### src/verilog/thgs_pkg.sv
`default_nettype none
package thgs_pkg;
    // ***********************************
    // timing
    // ***********************************
    localparam int unsigned CLK_HZ = 25_000_000;
    localparam int unsigned SIMUL_WINDOW_MS = 500;
    localparam int unsigned SIMUL_WINDOW_CYCLES = (CLK_HZ / 1000) * SIMUL_WINDOW_MS;
    localparam int unsigned N_PSTOP = 2;

    // ***********************************
    // reset values
    // ***********************************
    localparam logic RUN_RST = 1'b0;
    localparam logic LATCH_RST = 1'b1;

    // ***********************************
    // carriers
    // ***********************************
    typedef struct packed {
        logic left;
        logic right;
    } thgs_hands_t;

    typedef struct packed {
        logic run;
        logic stop_cmd;
        logic latched;
        logic window_expired;
        logic blocked;
    } thgs_status_t;

    typedef enum logic [3:0] {
        THGS_IDLE = 4'b0001,
        THGS_ARMED = 4'b0010,
        THGS_RUN = 4'b0100,
        THGS_BLOCK = 4'b1000
    } thgs_thc_state_t;
endpackage
`default_nettype wire

### src/verilog/thgs_sync.sv
`default_nettype none
module thgs_sync #(
    parameter int unsigned WIDTH = 1
) (
    input wire logic sys_clk_in,
    input wire logic arst_n_in,
    input wire logic [WIDTH-1:0] d_in,
    output logic [WIDTH-1:0] q_out
);
    logic [WIDTH-1:0] meta_reg;
    logic [WIDTH-1:0] q_reg;

    if (WIDTH < 1)
    begin : g_bad_width
        $error("width must be at least one");
    end

    always_ff @(posedge sys_clk_in or negedge arst_n_in)
    begin
        if (!arst_n_in)
        begin
            meta_reg <= '0;
            q_reg <= '0;
        end
        else
        begin
            meta_reg <= d_in;
            q_reg <= meta_reg;
        end
    end

    assign q_out = q_reg;
endmodule
`default_nettype wire

### src/verilog/thgs_top.sv
// What this block does
// - Accept two-hand start only if second hand follows first within 500 ms.
// - Expired window blocks initiation until both hands are released.
// - Run output stays active only while both hands stay actuated.
// - Releasing either hand drops the run output at once.
// - New cycle needs both hands released then actuated again.
// - Open guard holds hazard off; opening while running issues stop.
// - Guard closing alone never starts motion; fresh initiation needed.
// - Pass-through mode latches stop after any stop command.
// - In pass-through mode, latched stop clears only on dedicated reset input, not start.
// - Each protective stop input selects automatic or manual reset.
// - Protective stop deasserts the actuator power outputs.
`default_nettype none
module thgs_top #(
    parameter int unsigned N_PSTOP = thgs_pkg::N_PSTOP,
    parameter int unsigned WINDOW_CYCLES = thgs_pkg::SIMUL_WINDOW_CYCLES
) (
    input wire logic sys_clk_in,
    input wire logic arst_n_in,
    input wire thgs_pkg::thgs_hands_t hands_in,
    input wire logic guard_closed_in,
    input wire logic [N_PSTOP-1:0] pstop_ok_in,
    input wire logic [N_PSTOP-1:0] pstop_manual_in,
    input wire logic reset_switch_in,
    input wire logic pass_through_in,
    output logic [1:0] machine_stop_elements_out,
    output logic stop_cmd_out,
    output thgs_pkg::thgs_status_t status_out
);
    // ***********************************
    // checks and declarations
    // ***********************************
    if (N_PSTOP < 1 || WINDOW_CYCLES < 2)
    begin : g_bad_params
        $error("unsupported parameter values");
    end

    localparam int CW = $clog2(WINDOW_CYCLES + 1);
    localparam int SW = 2 * N_PSTOP + 5;

    logic [SW-1:0] raw_sync;
    logic [SW-1:0] pin_sync;
    logic left;
    logic right;
    logic guard_ok;
    logic rst_sw;
    logic pass_mode;
    logic [N_PSTOP-1:0] ps_ok;
    logic [N_PSTOP-1:0] ps_manual;
    logic rst_sw_d_reg;
    logic rst_rise;
    logic [1:0] settle_reg;
    logic settled;
    logic both;
    logic none;
    logic [CW-1:0] win_cnt_reg;
    thgs_pkg::thgs_thc_state_t state_reg;
    thgs_pkg::thgs_thc_state_t state_next;
    logic [N_PSTOP-1:0] ps_hold_reg;
    logic latch_reg;
    logic expired_reg;
    logic permit;
    logic run_reg;
    logic stop_reg;
    logic stop_event;

    // ***********************************
    // input synchronisers
    // ***********************************
    assign raw_sync = {pstop_manual_in, pstop_ok_in, pass_through_in, reset_switch_in,
        guard_closed_in, hands_in.right, hands_in.left};

    thgs_sync #(
        .WIDTH(SW)
    ) u_sync (
        .sys_clk_in(sys_clk_in),
        .arst_n_in(arst_n_in),
        .d_in(raw_sync),
        .q_out(pin_sync)
    );

    assign left = pin_sync[0];
    assign right = pin_sync[1];
    assign guard_ok = pin_sync[2];
    assign rst_sw = pin_sync[3];
    assign pass_mode = pin_sync[4];
    assign ps_ok = pin_sync[N_PSTOP+4:5];
    assign ps_manual = pin_sync[SW-1:N_PSTOP+5];
    assign both = left & right;
    assign none = !left && !right;

    always_ff @(posedge sys_clk_in or negedge arst_n_in)
    begin
        if (!arst_n_in)
        begin
            rst_sw_d_reg <= 1'b0;
            settle_reg <= 2'h0;
        end
        else
        begin
            rst_sw_d_reg <= rst_sw;
            settle_reg <= {settle_reg[0], 1'b1};
        end
    end

    // synchronisers show reset zeros until settled
    assign settled = settle_reg[1];
    assign rst_rise = rst_sw & ~rst_sw_d_reg;

    // ***********************************
    // protective stop inputs
    // ***********************************
    // a stopped input holds until it clears, then auto or on reset switch
    generate
        for (genvar i = 0; i < N_PSTOP; i++)
        begin : g_pstop
            always_ff @(posedge sys_clk_in or negedge arst_n_in)
            begin
                if (!arst_n_in)
                begin
                    ps_hold_reg[i] <= 1'b1;
                end
                else if (!ps_ok[i])
                begin
                    ps_hold_reg[i] <= 1'b1;
                end
                else if (!ps_manual[i] || rst_rise)
                begin
                    ps_hold_reg[i] <= 1'b0;
                end
            end
        end
    endgenerate

    // ***********************************
    // stop event and latch
    // ***********************************
    assign stop_event = run_reg && (!guard_ok || !(&ps_ok));

    always_ff @(posedge sys_clk_in or negedge arst_n_in)
    begin
        if (!arst_n_in)
        begin
            latch_reg <= thgs_pkg::LATCH_RST;
        end
        else if (pass_mode && (!guard_ok || !(&ps_ok)))
        begin
            latch_reg <= 1'b1;
        end
        else if (rst_rise)
        begin
            latch_reg <= 1'b0;
        end
        else if (!pass_mode && settled)
        begin
            latch_reg <= 1'b0;
        end
    end

    assign permit = guard_ok && (&ps_ok) && !(|ps_hold_reg) && !latch_reg;

    // ***********************************
    // simultaneity window
    // ***********************************
    always_ff @(posedge sys_clk_in or negedge arst_n_in)
    begin
        if (!arst_n_in)
        begin
            win_cnt_reg <= '0;
        end
        else if (state_reg == thgs_pkg::THGS_ARMED)
        begin
            if (win_cnt_reg < CW'(WINDOW_CYCLES))
            begin
                win_cnt_reg <= win_cnt_reg + CW'(1);
            end
        end
        else
        begin
            win_cnt_reg <= '0;
        end
    end

    // ***********************************
    // two-hand initiation state machine
    // ***********************************
    always_comb
    begin
        state_next = state_reg;
        unique case (state_reg)
            thgs_pkg::THGS_IDLE:
            begin
                if (both && permit)
                begin
                    state_next = thgs_pkg::THGS_RUN;
                end
                else if (!none)
                begin
                    state_next = thgs_pkg::THGS_ARMED;
                end
            end
            thgs_pkg::THGS_ARMED:
            begin
                if (none)
                begin
                    state_next = thgs_pkg::THGS_IDLE;
                end
                else if (win_cnt_reg >= CW'(WINDOW_CYCLES))
                begin
                    state_next = thgs_pkg::THGS_BLOCK;
                end
                else if (both)
                begin
                    state_next = permit ? thgs_pkg::THGS_RUN : thgs_pkg::THGS_BLOCK;
                end
            end
            thgs_pkg::THGS_RUN:
            begin
                if (!both || !permit)
                begin
                    state_next = thgs_pkg::THGS_BLOCK;
                end
            end
            thgs_pkg::THGS_BLOCK:
            begin
                if (none && settled)
                begin
                    state_next = thgs_pkg::THGS_IDLE;
                end
            end
            default:
            begin
                state_next = thgs_pkg::THGS_BLOCK;
            end
        endcase
    end

    always_ff @(posedge sys_clk_in or negedge arst_n_in)
    begin
        if (!arst_n_in)
        begin
            state_reg <= thgs_pkg::THGS_BLOCK;
        end
        else
        begin
            state_reg <= state_next;
        end
    end

    always_ff @(posedge sys_clk_in or negedge arst_n_in)
    begin
        if (!arst_n_in)
        begin
            expired_reg <= 1'b0;
        end
        else if (state_reg == thgs_pkg::THGS_ARMED && win_cnt_reg >= CW'(WINDOW_CYCLES))
        begin
            expired_reg <= 1'b1;
        end
        else if (none)
        begin
            expired_reg <= 1'b0;
        end
    end

    // ***********************************
    // outputs
    // ***********************************
    always_ff @(posedge sys_clk_in or negedge arst_n_in)
    begin
        if (!arst_n_in)
        begin
            run_reg <= thgs_pkg::RUN_RST;
            stop_reg <= 1'b0;
        end
        else
        begin
            run_reg <= (state_next == thgs_pkg::THGS_RUN);
            stop_reg <= stop_event;
        end
    end

    assign machine_stop_elements_out = {run_reg, run_reg};
    assign stop_cmd_out = stop_reg;
    assign status_out = '{run: run_reg, stop_cmd: stop_reg, latched: latch_reg,
        window_expired: expired_reg, blocked: (state_reg == thgs_pkg::THGS_BLOCK)};
endmodule
`default_nettype wire

### config.mk
export PLATFORM = sky130hd
export DESIGN_NAME = thgs_top
export DESIGN_NICKNAME = d
export VERILOG_FILES = /design/src/verilog/thgs_pkg.sv /design/src/verilog/thgs_sync.sv /design/src/verilog/thgs_top.sv
export SDC_FILE = /design/constraint.sdc
export NUM_CORES = 1
export LEC_CHECK = 0
export CORE_ASPECT_RATIO = 0.5
export CORE_MARGIN = 10
export CORE_UTILIZATION = 58
export DETAILED_ROUTE_END_ITERATION = 12
export DONT_BUFFER_PORTS = 1
export PLACE_DENSITY = 0.73
export SLEW_MARGIN = 0
export SYNTH_ARGS = -nofsm -noshare
export SYNTH_HDL_FRONTEND = slang
export SYNTH_SLANG_ARGS = --single-unit
export TNS_END_PERCENT = 20
### constraint.sdc
create_clock -name sys_clk_in -period 2.3 [get_ports sys_clk_in]
set_input_delay 0.46 -clock sys_clk_in [delete_from_list [all_inputs] [get_ports sys_clk_in]]
set_output_delay 0.46 -clock sys_clk_in [all_outputs]
set_load 0.02 [all_outputs]
==> impl_metrics.py, run 1 <==
metrics = {
    "sta": {
        "rsz0062_at_grt": "false",
        "clock.fmax_mhz": 504.5,
        "slew_viol_final": 0,
        "post-route-period-util": 0.8619,
        "tightest_slew_ps": 562.4,
        "finalClockSkew_ps": 7.053,
        "timing.hold.ws_ps": -8.458,
        "setup-violations-final": 0,
        "maxSlewHeadroom": 0.6251,
        "finalCriticalPeriod_ps": 1982,
        "hold_violations": 9,
        "fin_tns_setup_ps": 0,
    },
    "die": {
        "die_w_um": 113.7,
        "rows": 16,
        "boundaryPins": 19,
        "core_mm2": 0.004064,
        "initial_core_util": 0.6272,
        "die_h_um": 66.88,
        "fp.dieArea_mm2": 0.007607,
    },
    "logic_synthesis": {
        "synth_simple_gate_area_frac": 0.2415,
        "synth_compound_area_frac": 0.1350,
        "yosysUniqueCellTypes": 52,
        "yosysWarnings": 0,
        "synthFlopType": "dfrtp_1",
        "ys_ff_latch": 55,
        "synth_top_cells_by_area": "dfrtp_1, dfstp_2, a21oi_1",
        "synthAdderAreaFrac": 0.009818,
        "synth_top_cell_area_share": 0.5007,
        "yosysMostFrequentCell": "dfrtp_1",
        "synth_edf_count": 0,
        "synth_mux_area_frac": 0.01227,
        "synth_xor_area_frac": 0.01031,
        "seq_area_frac_synth": 0.5420,
        "synth_commonest_cells": "dfrtp_1, nand2_1, a21oi_1",
        "synthesis.nets": 255,
        "syn-cell-area_mm2": 0.002549,
        "synthArstFlopShare": 1.000,
        "syn_area_per_cell_um2": 10.53,
        "synth_top_family_by_area": "simple AND/OR/NAND/NOR gates",
        "syn_inst": 242,
        "synth_top_area_cell": "dfrtp_1",
    },
    "setup_path": {
        "reg2reg_depth": 5,
        "critPathTopFamily": "flip-flops",
        "critPathKind": "flip-flop to primary output",
        "arrival_ps": 1520,
        "critPathCaptureType": "primary output",
        "rrSetupSlack_ps": 330,
        "cp_num_buf_inv": 1,
        "critPathSlowestCell": "dfstp_2",
        "cp_num_cells": 3,
        "cp_cell_sequence": "nor2b_1, nor3b_1, buf_4",
        "cp.required_ps": 1840,
        "cp_max_fo": 8,
        "cp-start-kind": "flip-flop",
        "critPathMaxStageDelay_ps": 620,
    },
    "clock_tree": {
        "clock_latency_ps": 310,
        "cts-root-buf": "clkbuf_8",
        "ctsResizeCount": 0,
        "cts_tree": "yes",
        "cts_max_level": 2,
        "post_cts_buffers": 0,
        "cts_inserted_buffers": 5,
        "cts_sinks": 55,
        "clockBufferDepth": 2,
        "clk_pin_slew_ps": 100,
        "cts.hold.buffers_added": 1,
    },
    "layout": {
        "stdcell_area_mm2": 0.002660,
        "largest_reg_flops": 24,
        "layout-drive-gt1-share": 0.1266,
        "nNetsFinal": 250,
        "areaGrowthSynthToFinish_pct": 4.369,
        "post-route-util": 0.6546,
        "antenna_cells": 0,
    },
    "power_and_ir_drop": {
        "leakage_nw": 1.057,
        "irDropWorstVdd_v": 0.0004948,
        "powerDensity_mw_per_mm2": 648.1,
        "fin_total_pwr_mw": 1.724,
    },
    "placed_design": {
        "dpl_cell_area_mm2": 0.002546,
        "dp_hpwl_um": 3134,
        "gp_congestion": 0.8451,
        "numPortBuffers": 0,
    },
    "route": {
        "ant_nets": 0,
        "drt_pre_antenna_iters": 4,
        "drt_iter0_drc": 60,
        "routed_wl_um": 4772,
        "vias": 1838,
        "via_per_inst": 6.316,
        "routedWlPerCell_um": 16.40,
        "drcViolationCount": 0,
    },
    "global_routing": {
        "track_usage": 0.1332,
        "grt_pass1_wl_um": 8273,
        "grt_max_degree": 56,
        "antenna_found_initial": 0,
        "grt_pass1_vias": 1843,
        "grt_overflow": 0,
    },
    "min_path": {
        "hold_path.class": "input pin to async pin",
    },
    "run_status": {
        "violations": "hold timing",
        "status": "complete, but fails checks",
    },
    "run": {
        "drv_cap": 0,
    },
}
==> power breakdown <==
part / switching (mW) / internal [mW] / leakage, nW
logic: 0.0815 / 0.0642 / 0.306
registers: 0.0428 / 1.01 / 0.706
clock network: 0.308 / 0.215 / 0.0446
total: 0.432 / 1.29 / 1.06
==> through the flow <==
step,setup slack (ps),instances
3_3_place_gp,458.6,283
3_5_place_dp,375.2,283
4_1_cts,307.7,291
2_1_floorplan,549.9,242
6_report,317.7,291
5_1_grt,159.0,291
==> worst register-to-register path: stages (launching register included) <==
cell and delay [ps]:
dfrtp_1 470, a211oi_2 280, o211ai_1 150, and4_4 320
or4_1 530, a21oi_1 160
==> metal layers <==
layer  wire, µm  GRT usage  share of wire  vias to the layer above
met3        303    0.04647          0.063                        7
met5          0          0              0                        -
li1           -          -              -                      870
met4         36    0.03774         0.0075                        0
met2       2311     0.2322           0.48                       45
met1       2121     0.1536           0.44                      916
==> area by class of cell <==
class | instances | area [µm²]
fill | 327 | 1404
clock buffer | 5 | 68.82
timing repair buffer | 4 | 50.05
inverter | 6 | 22.52
tap | 54 | 67.56
clock inverter | 2 | 17.52
sequential | 55 | 1381
multi-input combinational | 165 | 1052
==> cell usage in the layout (no fill, tap or decap), types with 4 or more instances in the layout <==
cell       n
nor2_1    11
o211ai_1   5
inv_1      6
dfrtp_1   51
clkbuf_8   5
nand2_1   22
dfstp_2    4
nor3_1     5
nand3_1   11
or4_1      7
nand4_1    9
o21ai_0   14
a21oi_1   17
or3_1     10
==> final timing paths <==
path / start / endpoint
max in group asynchronous: arst_n_in / ps_hold_reg[1]$_DFFE_PN1P_
hold / removal: arst_n_in / win_cnt_reg[14]$_DFFE_PN0P_
min in group sys_clk_in: hands_in[1] / u_sync.meta_reg[0]$_DFF_PN0_
setup reg to reg: win_cnt_reg[14]$_DFFE_PN0P_ / win_cnt_reg[10]$_DFFE_PN0P_
setup / recovery: state_reg[3]$_DFF_PN1_ / status_out[0]
hold reg to reg: u_sync.meta_reg[7]$_DFF_PN0_ / u_sync.q_out[7]$_DFF_PN0_
==> kinds of logic (layout without fill, tap and decap cells) <==
| kind of cell | Yosys count | after routing |
|---|---|---|
| compound gates | 53 | 53 |
| xor+xnor | 3 | 3 |
| fa+ha+maj | 2 | 2 |
| buf+inv | 22 | 17 |
| flops | 55 | 55 |
| mux | 3 | 3 |
| other cells | 1 | 1 |
| simple gates | 103 | 103 |
(Power assumes the default switching activity.)
==> run 2, diff against run 1 <==
--- a/config.mk
+++ b/config.mk
@@ -11,6 +11,7 @@
 export DETAILED_ROUTE_END_ITERATION = 12
 export DONT_BUFFER_PORTS = 1
 export PLACE_DENSITY = 0.73
+export RECOVER_POWER = 25
 export SLEW_MARGIN = 0
 export SYNTH_ARGS = -nofsm -noshare
 export SYNTH_HDL_FRONTEND = slang
==> impl_metrics.py, run 2 (synthesis gave the netlist of run 1 again) <==
metrics = {
    "run_status": {
        "status": "finished, final reports clean",
    },
    "setup_path": {
        "timing.rr.start": "win_cnt_reg[14]$_DFFE_PN0P_",
        "cp_max_fo": 8,
        "critPathCaptureType": "primary output",
        "startpoint": "state_reg[3]$_DFF_PN1_",
        "rr_endpoint": "win_cnt_reg[10]$_DFFE_PN0P_",
        "arrival_ps": 1530,
        "critPathSlowestCell": "dfstp_2",
        "cp_cell_sequence": "nor2b_1, nor3b_1, buf_4",
        "reg2reg_depth": 5,
        "cp.required_ps": 1840,
        "cp-start-kind": "flip-flop",
        "rrSetupSlack_ps": 330,
        "critPathMaxStageDelay_ps": 620,
        "critPathKind": "flip-flop to primary output",
    },
    "placed_design": {
        "dpl_cell_area_mm2": 0.002546,
        "numPortBuffers": 0,
        "dp_hpwl_um": 3134,
        "dp_cells": 283,
        "gp_congestion": 0.8451,
    },
    "die": {
        "core_mm2": 0.004064,
        "rows": 16,
        "initial_core_util": 0.6272,
        "die_h_um": 66.88,
        "fp.dieArea_mm2": 0.007607,
        "boundaryPins": 19,
        "die_w_um": 113.7,
    },
    "route": {
        "drcViolationCount": 0,
        "ant_nets": 0,
        "vias": 1848,
        "drt_pre_antenna_iters": 4,
        "via_per_inst": 6.351,
        "routedWlPerCell_um": 16.46,
        "routed_wl_um": 4789,
        "drt_iter0_drc": 60,
    },
    "sta": {
        "finalCriticalPeriod_ps": 1988,
        "clock.fmax_mhz": 503.1,
        "finalClockSkew_ps": 7.077,
        "setup-violations-final": 0,
        "hold_violations": 0,
        "rsz0062_at_grt": "false",
        "fin_tns_setup_ps": 0,
        "maxSlewHeadroom": 0.1169,
        "slew_viol_final": 0,
        "post-route-period-util": 0.8642,
        "tightest_slew_ps": 1325,
    },
    "power_and_ir_drop": {
        "fin_total_pwr_mw": 1.722,
        "leakage_nw": 1.048,
        "powerDensity_mw_per_mm2": 652.8,
        "irDropWorstVdd_v": 0.0004952,
    },
    "layout": {
        "nNetsFinal": 250,
        "areaGrowthSynthToFinish_pct": 3.486,
        "multi_input_area_mm2": 0.001052,
        "fillers": 330,
        "final_common_cell": "dfrtp_1",
        "stdcell_area_mm2": 0.002638,
        "largest_reg_flops": 24,
        "stdcell_count": 291,
        "layout-drive-gt1-share": 0.1266,
        "seqCellArea_mm2": 0.001381,
        "antenna_cells": 0,
        "final_cell_mix": "dfrtp_1, nand2_1, a21oi_1",
    },
    "global_routing": {
        "grt_pass1_wl_um": 8273,
        "track_usage": 0.1332,
        "grt_max_degree": 56,
        "grt_overflow": 0,
        "antenna_found_initial": 0,
        "grt_pass1_vias": 1843,
    },
    "min_path": {
        "hold_depth": 0,
        "hp-start": "hands_in[1]",
        "min_to": "u_sync.meta_reg[0]$_DFF_PN0_",
        "hold_path.class": "input pin to flip-flop",
    },
    "clock_tree": {
        "cts_max_level": 2,
        "cts_inserted_buffers": 5,
        "cts-root-buf": "clkbuf_8",
        "clk_pin_slew_ps": 100,
        "cts_tree": "yes",
        "ctsResizeCount": 0,
        "clockBufferDepth": 2,
        "clock_latency_ps": 310,
        "cts_sinks": 55,
    },
    "run": {
        "drv_cap": 0,
    },
}
run 2: cell types whose count changed in the layout (fill, tap and decap cells not counted), sizes merged:
cell | before | now
clkbuf | 5 | 6
buf | 4 | 3
run 2: worst max-delay path by stage:
stage	end	slack, ps	cells after the start
after floorplan	status_out[0]	550	2
after global placement	win_cnt_reg[10]$_DFFE_PN0P_	460	5
after detailed placement	win_cnt_reg[10]$_DFFE_PN0P_	380	5
after CTS	status_out[0]	310	3
after global routing	win_cnt_reg[10]$_DFFE_PN0P_	160	5
final	status_out[0]	310	3
run 2: layout make-up:
| cell class | count | share of cell area |
|---|---|---|
| sequential | 55 | 0.5237 |
| tap | 54 | 0.02562 |
| clock buffer | 5 | 0.02609 |
| timing repair buffer | 4 | 0.01044 |
| clock inverter | 2 | 0.006641 |
| multi-input combinational | 165 | 0.3990 |
| inverter | 6 | 0.008539 |
run 2: where the power goes:
part	switching [mW]	internal, mW	total (mW)
Sequential	0.0427	1.01	1.06
Combinational	0.0819	0.0597	0.142
Clock	0.310	0.215	0.525
run 2: critical path: cells and delay by family, from the launching register on:
kind	cells	cell delay (ps)
DFF	1	620
and+or+nand+nor	2	420
buffers and inverters	1	170
run 2: what timing repair did:
item | 4_1_cts | 5_1_grt
hold buffers | 1 | 0
setup buffers | 0 | 0
hold endpoints to repair | 55 | 0
run 2: metrics by stage:
step | hold slack, ps | util | setup WS (ps)
2_1_floorplan | 164.4 | - | 549.9
3_3_place_gp | 166.7 | 0.6265 | 458.6
3_5_place_dp | 167.1 | 0.6265 | 375.2
4_1_cts | 11.53 | 0.6546 | 307.7
5_1_grt | 147.8 | 0.6490 | 159.0
6_report | 166.9 | 0.6490 | 312.4
run 2: metal layers:
metal	vias to the layer above	GRT usage	wire length, µm
met5	-	0	0
met4	0	0.03774	35
met3	7	0.04647	272
met2	45	0.2322	2339
met1	926	0.1536	2142
li1	870	-	-
